<file path="src/ptd_pkg.sv">
// Purpose: shared constants and carrier types for the port transition detect block
// Assumes: registers are reached through an already decoded register access port
// Notes: addresses are the serial register address codes
package ptd_pkg;

  // ****************************************
  // register addresses
  // ****************************************
  localparam logic [7:0] ADDR_GLOBAL_CURRENT = 8'h02;
  localparam logic [7:0] ADDR_DEVICE_CONFIG = 8'h04;
  localparam logic [7:0] ADDR_MONITOR_MASK = 8'h06;
  localparam logic [7:0] ADDR_DISPLAY_TEST = 8'h07;

  // ****************************************
  // field positions and widths
  // ****************************************
  localparam int CFG_RUN_BIT = 0;
  localparam int CFG_INDIV_BIT = 6;
  localparam int CFG_MONITOR_BIT = 7;
  localparam int MASK_FLAG_BIT = 7;
  localparam int DTEST_BIT = 0;
  localparam int CODE_W = 4;
  localparam int MON_PORTS = 7;
  localparam int LED_PORTS = 28;

  // ****************************************
  // reset values
  // ****************************************
  localparam logic [3:0] RST_GLOBAL_CODE = 4'h0;
  localparam logic RST_RUN = 1'b0;
  localparam logic RST_INDIV = 1'b0;
  localparam logic [6:0] RST_MASK = 7'h00;
  localparam logic RST_DTEST = 1'b0;

  // ****************************************
  // carriers
  // ****************************************
  typedef struct packed {
    logic [7:0] addr;
    logic [7:0] wdata;
    logic wr;
    logic rd;
  } reg_req_t;

  typedef struct packed {
    logic [7:0] data;
    logic valid;
  } reg_rsp_t;

  typedef struct packed {
    logic run;
    logic indiv_mode;
    logic [3:0] global_code;
    logic test_half;
  } drive_ctl_t;

  typedef enum logic [1:0] {
    MON_IDLE,
    MON_ARMED,
    MON_FLAGGED
  } mon_state_t;

endpackage

</file>
<file path="src/level_sync.sv">
// Purpose: two flip-flop synchroniser for the monitored port levels
// Assumes: reset is the already released synchronous copy
// Notes: only the second stage may be read by other logic
module level_sync (
  // clock and reset
  input wire logic clk,
  input wire logic rst_n,
  // levels
  input wire logic [ptd_pkg::MON_PORTS-1:0] level_async,
  output logic [ptd_pkg::MON_PORTS-1:0] level_sync_q
);
  import ptd_pkg::*;

  logic [MON_PORTS-1:0] meta;

  for (genvar i = 0; i < MON_PORTS; i++) begin : g_bit
    always_ff @(posedge clk or negedge rst_n) begin
      if (!rst_n) begin
        meta[i] <= 1'b0;
        level_sync_q[i] <= 1'b0;
      end else begin
        meta[i] <= level_async[i];
        level_sync_q[i] <= meta[i];
      end
    end
  end

endmodule

</file>
<file path="src/port_transition_detect.sv">
// Purpose: port change monitor, global drive code and display test override
// Assumes: serial interface delivers one-cycle read and write strobes per register access
// Notes: all outputs are registered
//
// How it works
// - config bit 7 arms change detection
// - mask bits select monitored ports
// - detection ignores port direction
// - each armed config write reloads snapshot
// - armed until disarm write or change
// - arming drives flag and pin low
// - any difference sets flag and pin high
// - flag holds through later changes
// - only mask access or arming write clears flag
// - clearing flag by mask access leaves detection off
// - low four bits give drive code
// - display test forces LED ports on
// - GPIO ports untouched by display test
// - display test uses half current
// - config bit 0 is run bit
// - config bit 6 selects current mode
// - reset clears mask, disarms, shuts down
module port_transition_detect (
  // clock and reset
  input wire logic clk,
  input wire logic arst_n,
  // register access
  input wire ptd_pkg::reg_req_t req,
  output ptd_pkg::reg_rsp_t rsp,
  // monitored port levels
  input wire logic [ptd_pkg::MON_PORTS-1:0] port_level,
  // flag pin
  input wire logic flag_int_enable,
  output logic flag_port_out,
  output logic flag_port_oe,
  // led ports
  input wire logic [ptd_pkg::LED_PORTS-1:0] led_cfg,
  input wire logic [ptd_pkg::LED_PORTS-1:0] led_port_on,
  output logic [ptd_pkg::LED_PORTS-1:0] led_drive_on,
  output ptd_pkg::drive_ctl_t drive_ctl
);
  import ptd_pkg::*;

  // ****************************************
  // reset release
  // ****************************************
  logic rst_meta;
  logic rst_n;

  always_ff @(posedge clk or negedge arst_n) begin
    if (!arst_n) begin
      rst_meta <= 1'b0;
      rst_n <= 1'b0;
    end else begin
      rst_meta <= 1'b1;
      rst_n <= rst_meta;
    end
  end

  // ****************************************
  // port synchroniser
  // ****************************************
  logic [MON_PORTS-1:0] level_now;

  level_sync u_sync (
    .clk(clk),
    .rst_n(rst_n),
    .level_async(port_level),
    .level_sync_q(level_now)
  );

  // ****************************************
  // access decode
  // ****************************************
  logic cfg_wr;
  logic cfg_arm;
  logic mask_acc;

  assign cfg_wr = req.wr && (req.addr == ADDR_DEVICE_CONFIG);
  assign cfg_arm = cfg_wr && req.wdata[CFG_MONITOR_BIT];
  assign mask_acc = (req.wr || req.rd) && (req.addr == ADDR_MONITOR_MASK);

  // ****************************************
  // software registers
  // ****************************************
  logic [3:0] global_code;
  logic run;
  logic indiv_mode;
  logic monitor_en;
  logic [6:0] mask;
  logic dtest;
  logic [3:0] next_global_code;
  logic next_run;
  logic next_indiv_mode;
  logic next_monitor_en;
  logic [6:0] next_mask;
  logic next_dtest;

  always_comb begin
    next_global_code = global_code;
    next_run = run;
    next_indiv_mode = indiv_mode;
    next_monitor_en = monitor_en;
    next_mask = mask;
    next_dtest = dtest;
    if (req.wr) begin
      unique case (req.addr)
        ADDR_GLOBAL_CURRENT: begin
          // upper nibble is not stored
          next_global_code = req.wdata[CODE_W-1:0];
        end
        ADDR_DEVICE_CONFIG: begin
          next_run = req.wdata[CFG_RUN_BIT];
          next_indiv_mode = req.wdata[CFG_INDIV_BIT];
          next_monitor_en = req.wdata[CFG_MONITOR_BIT];
        end
        ADDR_MONITOR_MASK: begin
          next_mask = req.wdata[MON_PORTS-1:0];
        end
        ADDR_DISPLAY_TEST: begin
          next_dtest = req.wdata[DTEST_BIT];
        end
        default: begin
        end
      endcase
    end
  end

  always_ff @(posedge clk or negedge rst_n) begin
    if (!rst_n) begin
      global_code <= RST_GLOBAL_CODE;
      run <= RST_RUN;
      indiv_mode <= RST_INDIV;
      monitor_en <= 1'b0;
      mask <= RST_MASK;
      dtest <= RST_DTEST;
    end else begin
      global_code <= next_global_code;
      run <= next_run;
      indiv_mode <= next_indiv_mode;
      monitor_en <= next_monitor_en;
      mask <= next_mask;
      dtest <= next_dtest;
    end
  end

  // ****************************************
  // change monitor
  // ****************************************
  // the compare uses the pin level only, so output ports are watched too
  mon_state_t state;
  mon_state_t next_state;
  logic [6:0] snap;
  logic [6:0] next_snap;
  logic change;
  logic flag;

  assign change = |((level_now ^ snap) & mask);
  assign flag = (state == MON_FLAGGED);

  always_comb begin
    next_state = state;
    next_snap = snap;
    if (cfg_arm) begin
      next_snap = level_now;
    end
    unique case (state)
      MON_IDLE: begin
        if (cfg_arm) begin
          next_state = MON_ARMED;
        end
      end
      MON_ARMED: begin
        // a config write in the same cycle as a change wins: arming takes a fresh snapshot, disarming goes idle
        if (cfg_wr) begin
          next_state = cfg_arm ? MON_ARMED : MON_IDLE;
        end else if (change) begin
          next_state = MON_FLAGGED;
        end
      end
      MON_FLAGGED: begin
        if (cfg_arm) begin
          next_state = MON_ARMED;
        end else if (mask_acc) begin
          next_state = MON_IDLE;
        end
      end
      default: begin
        next_state = MON_IDLE;
      end
    endcase
  end

  always_ff @(posedge clk or negedge rst_n) begin
    if (!rst_n) begin
      state <= MON_IDLE;
      snap <= 7'h00;
    end else begin
      state <= next_state;
      snap <= next_snap;
    end
  end

  // ****************************************
  // flag pin
  // ****************************************
  // pin direction is owned by the port configuration outside this block
  logic next_flag_port_out;

  always_comb begin
    next_flag_port_out = flag_int_enable && (next_state == MON_FLAGGED);
  end

  always_ff @(posedge clk or negedge rst_n) begin
    if (!rst_n) begin
      flag_port_out <= 1'b0;
      flag_port_oe <= 1'b0;
    end else begin
      flag_port_out <= next_flag_port_out;
      flag_port_oe <= flag_int_enable;
    end
  end

  // ****************************************
  // read port
  // ****************************************
  reg_rsp_t next_rsp;

  always_comb begin
    next_rsp.valid = req.rd;
    next_rsp.data = 8'h00;
    if (req.rd) begin
      unique case (req.addr)
        ADDR_GLOBAL_CURRENT: next_rsp.data = {4'h0, global_code};
        ADDR_DEVICE_CONFIG: next_rsp.data = {monitor_en, indiv_mode, 5'h00, run};
        ADDR_MONITOR_MASK: next_rsp.data = {flag, mask};
        ADDR_DISPLAY_TEST: next_rsp.data = {7'h00, dtest};
        default: next_rsp.data = 8'h00;
      endcase
    end
  end

  always_ff @(posedge clk or negedge rst_n) begin
    if (!rst_n) begin
      rsp <= '0;
    end else begin
      rsp <= next_rsp;
    end
  end

  // ****************************************
  // led drive and current control
  // ****************************************
  // display test ignores run and port bits but never touches stored values
  logic [LED_PORTS-1:0] next_led_drive_on;
  drive_ctl_t next_drive_ctl;

  always_comb begin
    next_led_drive_on = led_cfg & ({LED_PORTS{dtest}} | ({LED_PORTS{run}} & led_port_on));
    next_drive_ctl.run = run;
    next_drive_ctl.indiv_mode = indiv_mode;
    next_drive_ctl.global_code = global_code;
    next_drive_ctl.test_half = dtest;
  end

  always_ff @(posedge clk or negedge rst_n) begin
    if (!rst_n) begin
      led_drive_on <= '0;
      drive_ctl <= '0;
    end else begin
      led_drive_on <= next_led_drive_on;
      drive_ctl <= next_drive_ctl;
    end
  end
endmodule

</file>
<file path="config.mk">
export PLATFORM = sky130hd
export DESIGN_NAME = port_transition_detect
export DESIGN_NICKNAME = d
export VERILOG_FILES = /design/src/ptd_pkg.sv /design/src/level_sync.sv /design/src/port_transition_detect.sv
export SDC_FILE = /design/constraint.sdc
export NUM_CORES = 1
export LEC_CHECK = 0
export ABC_CLOCK_PERIOD_IN_PS = 3400
export BUFFER_PORTS_ARGS = -buffer_cell sky130_fd_sc_hd__buf_2
export CORE_MARGIN = 2
export CORE_UTILIZATION = 48
export CTS_CLUSTER_SIZE = 25
export DETAILED_ROUTE_END_ITERATION = 8
export PLACE_DENSITY_LB_ADDON = 0.25
export SLEW_MARGIN = 20
export SYNTH_ARGS = -nofsm -noshare
export SYNTH_HDL_FRONTEND = slang
export SYNTH_SLANG_ARGS = --single-unit
</file>
<file path="constraint.sdc">
create_clock -name clk -period 3.4 [get_ports clk]
set_clock_uncertainty 0.05 [all_clocks]
set_input_delay 0.17 -clock clk [delete_from_list [all_inputs] [get_ports clk]]
set_output_delay 0.17 -clock clk [all_outputs]
set_load 0.005 [all_outputs]
</file>
==> out/results.ini, run 1 <==
[run_status]
status = completed

[setup_path]
worstSetupStartpointType = primary input
path_class = primary input to register
cp.required_ns = 3.57
endpoint_kind = register
rr_startpoint = run
path_max_fanout = 10
crit_path_start = req[17]
rrSetupSlack_ns = 1.76
arrival_ns = 1.83

[pwr]
pwr-share-clk_pct = 37.6
p_int_mw = 1.60
seqPwrFrac_pct = 53.7
ir_drop_uv = 298
power.density_nw_per_um2 = 464
total_power_mw = 2.04
swShare_pct = 21.6
power_switching_mw = 0.441
p_comb_share_pct = 8.6
p_leak_nw = 2.35

[timing]
fin_hold_ws_ns = 0.0173
fmax_ghz = 0.599
grt_setup_unrepaired = false
tightest_slew_ns = 1.01
slew_viol_final = 0
relSlewSlack_pct = 32.7
finalCritPeriodShare_pct = 49.1
setup_viol = 0
finalHoldViolCount = 0
tns_ns = 0
fin_ws_ns = 1.73
fin_crit_ns = 1.67

[floorplan]
dieHeight_um = 85.6
core_area_um2 = 6390
io_pins = 130
die_width_um = 85.6
initial_core_util_pct = 50.0
die_area_um2 = 7320
fp-row-count = 29

[synth]
yosysSeqAreaShare_pct = 67.4
synthMuxAreaShare_pct = 10.1
syn_avg_cell_area_um2 = 13.7
synth_ff_type = dfrtp_1
synthCells = 234
ys_top_cells_by_area = dfrtp_1 (67%), nor2b_1 (5.9%), mux2_2 (4.9%)
synthAdderAreaFrac_pct = 0
netlist.top_cell.by_area = dfrtp_1
syn_area_um2 = 3190
ys_types = 32
synth_top_family_by_area = simple AND/OR/NAND/NOR gates
yosysTopAreaCellShare_pct = 67.4
ys_async_sr_fraction_pct = 100
synth_warnings = 0
synth_xor_area_share_pct = 1.92
synth-seq-cells = 86
syn_nets = 318
synth_edf_count = 0
synth_compound_area_share_pct = 7.29
yosys.area_share.simple_pct = 11.8

[final_layout]
diodes = 0
drive_above_1_share_pct = 43.3
final_nets = 476
layout_common_cells = buf_2 (129), dfrtp_1 (85), nor2b_1 (30)
area_growth_pct = 37.8
layout_commonest_cell = buf_2
final_core_util_pct = 68.9

[placed_design]
portBuffers = 129
gp_congestion = 0.806
dp_hpwl_um = 4640
dp_slack_ns = 1.37

[clock_tree]
clk_latency_ns = 0.33
cts_buffers = 9
cts_tree = built
cts_root_buf = clkbuf_8
clock_sinks = 86
clkTransAtPathRegs_ns = 0.09
clock_path_buffers = 2
h-tree-depth = 3
cts_setup_buffers = 0

[drt]
num_vias = 2307
vias_per_cell = 4.87
drcViolationCount = 0
wl_um = 6930
drt-initial-drc-count = 62
ant_nets = 0
routedWlPerCell_um = 14.6
dr.pass1.iters = 4

[global_routing]
grt_pass1_wl_um = 10900
overflow = 0
track_usage_pct = 19.5
grt_start_max_net_pins = 85
grt_pass1_vias = 2304
antenna_found_initial = 0

[hold_path]
min-delay-start = led_cfg[22]
hold_class = primary input to register

[flow_run]
cap_violations = 0

==> worst max-delay path, stage by stage <==
cell	delay (ns)
buf_2	0.10
or4_4	0.56
or4_4	0.66
mux2_4	0.33
==> synthesized netlist by cell type (2+ instances only) <==
master    number
clkbuf_1       7
or3_2          2
nand3b_1       2
nor2b_1       30
dfrtp_1       86
mux2i_1        6
mux2_4         7
a21oi_1       29
o31ai_1        2
or4_4          2
mux2_2        14
a22oi_1        2
and3_1         3
o21ai_0        2
nand3_1        4
nor2_1         9
xor2_1         7
nand2_1        6
==> what timing repair did <==
action / 4_1_cts / 5_1_grt
resized for setup: 0 / 0
hold buffers: 26 / 0
hold endpoints to repair: 27 / 0
==> power groups by stage <==
stage | Sequential, mW | Combinational [mW] | Clock, mW
final | 1.10 | 0.176 | 0.768
after CTS | 1.11 | 0.159 | 0.784
after global placement | 1.13 | 0.132 | 0
after global routing | 1.10 | 0.195 | 0.836
after floorplan | 1.11 | 0.0636 | 0
after detailed placement | 1.13 | 0.136 | 0
==> through the flow <==
stage / std cells / cell area (um^2)
after floorplan: 234 / 3190
after CTS: 473 / 4370
after detailed placement: 431 / 3900
final: 474 / 4400
after global placement: 431 / 3900
after global routing: 474 / 4400
==> logic make-up after synthesis <==
kind of cell	after synthesis
flops	86
simple gates	63
compound gates	40
mux	27
buf+inv	10
xor+xnor	7
other cells	1
==> sequential cells by signal, indices dropped and copies added, names as in the netlist, 2 cells and up <==
register             cells
u_sync.level_sync_q      7
snap                     7
global_code              4
u_sync.meta              7
rsp                      9
state                    2
drive_ctl                7
mask                     7
led_drive_on            28
==> per-layer routing <==
metal | track usage (%) | part of all wire, % | vias to the layer above
met1 | 24.0 | 41 | 1090
met3 | 4.72 | 5.7 | 14
met4 | 8.95 | 2.6 | 0
met5 | 0 | 0 | -
li1 | - | - | 1123
met2 | 32.5 | 50 | 80
==> final timing paths <==
| check | to | cells past startpoint |
|---|---|---|
| worst min-delay path | led_drive_on[22] | 2 |
| max in group asynchronous | led_drive_on[0] | 1 |
| worst min register to register | led_drive_on[25] | 0 |
| worst max-delay path | snap[0] | 4 |
| min in group asynchronous | rst_n | 2 |
| worst max register to register | rsp[1] | 4 |
==> area by class of cell <==
| type | instances | area, um^2 |
|---|---|---|
| Tap cell | 77 | 96.3 |
| Clock inverter | 4 | 70.1 |
| Multi-Input combinational cell | 138 | 996 |
| Clock buffer | 12 | 145 |
| Inverter | 1 | 3.75 |
| Sequential cell | 86 | 2160 |
| Fill cell | 484 | 1990 |
| Timing Repair Buffer | 156 | 933 |
Note: power is estimated with default switching activity, not from simulation.
==> run 2, diff against run 1 <==
Settings changed: ABC_CLOCK_PERIOD_IN_PS 3400 to 1600.
Clock period 3.4 ns to 1.6 ns, I/O delays scaled along.
==> run 2 against run 1 <==
Setup slack worse by 1.7 ns; first-iteration DRC count rose by 130%; non-clock buffer count increased by 69; clock-buffer cell count is 2 lower; final area is 16% higher; worst hold slack better by 0.11 ns; highest routed layer unchanged.
==> out/results.ini, run 2 (synthesis results as in run 1) <==
[timing]
finalHoldViolCount = 0
fmax_ghz = 0.639
fin_hold_ws_ns = 0.126
slew_viol_final = 0
finalCritPeriodShare_pct = 97.7
setup_viol = 0
fin_ws_ns = 0.0363
grt_setup_unrepaired = true
fin_crit_ns = 1.56

[floorplan]
fp-row-count = 29
core_area_um2 = 6390
initial_core_util_pct = 50.0
die_width_um = 85.6
io_pins = 130
dieHeight_um = 85.6
die_area_um2 = 7320

[pwr]
ir_drop_uv = 735
seqPwrFrac_pct = 52.6
p_leak_nw = 2.68
power.density_nw_per_um2 = 864
power_switching_mw = 1.04
pwr-share-clk_pct = 35.1
p_int_mw = 3.36
p_comb_share_pct = 12.2
swShare_pct = 23.6
total_power_mw = 4.40

[global_routing]
grt_pass1_vias = 2790
grt_start_max_net_pins = 30
track_usage_pct = 23.4
grt_pass1_wl_um = 13000
antenna_found_initial = 0
overflow = 0

[final_layout]
fillers = 401
top_register = led_drive_on
reg_top3 = led_drive_on (28), rsp (9)
final_nets = 545
fin_cells = 544
layout_common_cells = buf_2 (129), dfrtp_1 (83), dlygate4sd3_1 (75)
area_growth_pct = 59.5
layout_commonest_cell = buf_2
drive_above_1_share_pct = 42.5
largest_reg_flops = 28
fin_area_um2 = 5090

[setup_path]
r2r_cells = 4
rr_startpoint = u_sync.level_sync_q[5]
arrival_ns = 1.74
worstSetupStartpointType = primary input
cp.required_ns = 1.78
endpoint_kind = register
rrSetupSlack_ns = 0.06
worstReg2RegEnd = flag_port_out
path_class = primary input to register
path_max_fanout = 10

[clock_tree]
clock_sinks = 86
cts_buffers = 9
cts_tree = built
clock_path_buffers = 2
clk_latency_ns = 0.35
clkTransAtPathRegs_ns = 0.09
cts_root_buf = clkbuf_8
h-tree-depth = 3

[run_status]
status = completed

[placed_design]
placedCellCount = 450
dp_slack_ns = -0.237
gp_congestion = 0.836
dp_hpwl_um = 5200
portBuffers = 129
placed_area_um2 = 4080

[hold_path]
hold_class = primary input to register
min-delay-start = req[10]
hold-path-cell-count = 4
min_to = rsp[8]

[drt]
drt-initial-drc-count = 142
dr.pass1.iters = 4
drcViolationCount = 0
routedWlPerCell_um = 15.7
num_vias = 2664
wl_um = 8520
vias_per_cell = 4.90
ant_nets = 0

[flow_run]
cap_violations = 0

-- run 2: cell types whose count changed in the layout (fill, tap and decap cells not counted), moves of 2 or more --
cell / change
buf_4: +16
clkbuf_1: -2
dfrtp_2: +2
buf_12: +4
dlygate4sd3_1: +49
dfrtp_1: -2
clkinv_4: +2
-- run 2: through the flow --
| step | utilization (%) | TNS (ns) |
|---|---|---|
| final | 79.8 | 0 |
| after global routing | 79.7 | -0.0196 |
| after CTS | 78.9 | 0 |
| after detailed placement | 63.9 | -3.68 |
| after global placement | 63.9 | -3.48 |
| after floorplan | - | -0.847 |
-- run 2: timing repair --
item                                    4_1_cts  5_1_grt
endpoints found under the setup margin        0       10
resized for setup                             0        6
hold buffers                                 75        0
endpoints found under the hold margin        58        0
buffers inserted                              0        1
-- run 2: worst max-delay path by stage --
stage | startpoint | to
2_1_floorplan | req[11] | snap[0]
3_3_place_gp | req[17] | snap[1]
3_5_place_dp | req[17] | snap[4]
4_1_cts | snap[5] | flag_port_out
5_1_grt | u_sync.level_sync_q[5] | flag_port_out
6_report | req[9] | snap[4]
-- run 2: power by group through the flow --
| stage | combinational [mW] | clock, mW | sequential (mW) |
|---|---|---|---|
| CTS | 0.515 | 1.58 | 2.32 |
| global route | 0.587 | 1.69 | 2.33 |
| detailed placement | 0.377 | 0 | 2.36 |
| floorplan | 0.139 | 0 | 2.37 |
| finish | 0.538 | 1.55 | 2.32 |
| global placement | 0.367 | 0 | 2.35 |
-- run 2: critical path, stage by stage --
cell and delay, ns:
dlygate4sd3_1 0.53, buf_2 0.10, inv_1 0.04, or4_4 0.65, mux2_4 0.34
-- run 2: area by class of cell --
cell class,instances,area [um^2],area share [%]
repair buffers,225,1620,31.8
multi-input cells,138,1000,19.7
diodes,1,2.50,0.0491
inverters,1,3.75,0.0737
clock inverters,6,68.8,1.35
clock buffers,10,138,2.70
well taps,77,96.3,1.89
flip-flops and latches,86,2160,42.4
-- run 2: routing by layer --
layer / share of wire, % / vias up / track usage, %
met5: 0 / - / 0
met4: 1.7 / 0 / 10.4
met3: 4.1 / 12 / 4.33
met2: 55 / 86 / 42.6
met1: 39 / 1303 / 26.6
li1: - / 1263 / -
==> run 3, diff against run 2 <==
Settings changed: ABC_CLOCK_PERIOD_IN_PS 1600 to 1670.
Clock period 1.6 ns to 1.67 ns, I/O delays scaled along.
==> run 3 against run 2 <==
Die area did not move; wire length grew 0.69%; non-clock buffer count down 5; sequential share of layout area grew 0.55 points; combinational power down 7.6%; total power decreased by 3.9%; core utilization decreased by 1.0 points; flip-flop and latch count is the same; clock power decreased by 3%; first-iteration DRC count is 17% lower; via count down 0.98%; setup slack gained 0.035 ns; critical path type is now register to register.
==> out/results.ini, run 3 (synthesis results as in run 1) <==
[run_status]
status = completed

[placed_design]
dp_hpwl_um = 5120
portBuffers = 129
placed_area_um2 = 4080
gp_congestion = 0.834

[floorplan]
fp-row-count = 29
core_area_um2 = 6390
initial_core_util_pct = 50.0
die_width_um = 85.6
dieHeight_um = 85.6
io_pins = 130
die_area_um2 = 7320

[clock_tree]
cts_root_buf = clkbuf_8
h-tree-depth = 3
clock_path_buffers = 2
clkTransAtPathRegs_ns = 0.08
clk_latency_ns = 0.34
cts_setup_buffers = 0
cts_tree = built
clock_sinks = 86
cts_buffers = 9

[drt]
wl_um = 8580
vias_per_cell = 4.90
drcViolationCount = 0
drt-initial-drc-count = 118
routedWlPerCell_um = 15.9
ant_nets = 0
dr.pass1.iters = 4
num_vias = 2638

[setup_path]
cp.required_ns = 1.86
crit_path_cell_trace = xor2_1, a222oi_1, nand3_1, o2111a_1
cpPeakStageDelay_ns = 0.40
endpoint_kind = register
worstSetupStartpointType = register
worst-path-buf-inv = 0
crit_path_start = snap[5]
rr_startpoint = snap[5]
r2r_cells = 4
cp_slowest_cell = dfrtp_1
path_max_fanout = 3
arrival_ns = 1.78
cp_top_family = compound AO/OA/AOI/OAI gates
path_class = register to register
cp.depth = 4

[hold_path]
hold_class = primary input to register
hold-path-cell-count = 4
min-delay-start = req[9]

[timing]
slew_viol_final = 0
tns_ns = 0
grt_setup_unrepaired = true
setup_viol = 0
finalCritPeriodShare_pct = 95.8
relSlewSlack_pct = 66.4
tightest_slew_ns = 0.504
finalHoldViolCount = 0
fin_crit_ns = 1.60
fmax_ghz = 0.625

[final_layout]
drive_above_1_share_pct = 41.4
area_growth_pct = 57.4
reg_top3 = led_drive_on (28), rsp (9)
top_register = led_drive_on
layout_commonest_cell = buf_2
diodes = 0
layout_common_cells = buf_2 (129), dfrtp_1 (83), dlygate4sd3_1 (74)
largest_reg_flops = 28
final_nets = 540
fin_area_um2 = 5030

[global_routing]
antenna_found_initial = 0
overflow = 0
grt_start_max_net_pins = 37
met2_usage_pct = 44.4
met1_usage_pct = 27.8
track_usage_pct = 24.5
grt_pass1_wl_um = 13500
busiest_layer = met2
grtUsageMet3_pct = 5.49
grt_pass1_vias = 2886

[flow_run]
cap_violations = 0

[pwr]
p_leak_nw = 2.65
ir_drop_uv = 810
total_power_mw = 4.23
power.density_nw_per_um2 = 841

## run 3: routing by layer
metal	wire length, um	part of all wire (%)
met4	280	3.3
met3	450	5.2
met1	3160	37
met5	0	0
met2	4690	55
## run 3: what timing repair did
action / 4_1_cts / 5_1_grt
endpoints found under the hold margin: 56 / 0
hold buffers: 74 / 0
setup endpoints to repair: 0 / 6
gates resized for setup: 0 / 2
## run 3: path summary, 6_finish.rpt
| check | slack, ns | end |
|---|---|---|
| setup / recovery | 0.07 | flag_port_out |
| min in group asynchronous | 0.25 | led_drive_on[16] |
| max in group asynchronous | 0.82 | mask[3] |
| setup reg to reg | 0.07 | flag_port_out |
| hold reg to reg | 0.25 | led_drive_on[16] |
| hold / removal | 0.02 | state[1] |
## run 3: through the flow
stage	instances	hold WS [ns]	setup slack, ns	utilization [%]
6_report	538	0.0157	0.0709	78.7
5_1_grt	538	0.0603	-0.0324	78.7
4_1_cts	538	0.00426	0.0508	78.7
3_5_place_dp	448	-0.177	-0.152	63.9
3_3_place_gp	448	-0.181	-0.126	63.9
2_1_floorplan	234	-0.262	-0.0495	-
## run 3: final cells by class
cell class,instances,area (um^2)
Fill cell,393,1360
Inverter,1,3.75
Clock inverter,4,52.6
Clock buffer,12,155
Sequential cell,86,2160
Tap cell,77,96.3
Multi-Input combinational cell,138,998
Timing Repair Buffer,220,1560
## run 3: worst register-to-register path, delay by kind of cell, from the launching register on
kind            cells  cell delay, ns
xor+xnor            1            0.17
simple gates        1            0.20
compound gates      2            0.66
flops               1            0.40
## run 3: power by group
part / total [mW] / switching (mW) / internal (mW) / leakage, nW
combinational: 0.497 / 0.189 / 0.308 / 1.40
sequential: 2.23 / 0.0647 / 2.16 / 1.15
clock: 1.51 / 0.724 / 0.783 / 0.107
total: 4.23 / 0.977 / 3.25 / 2.65
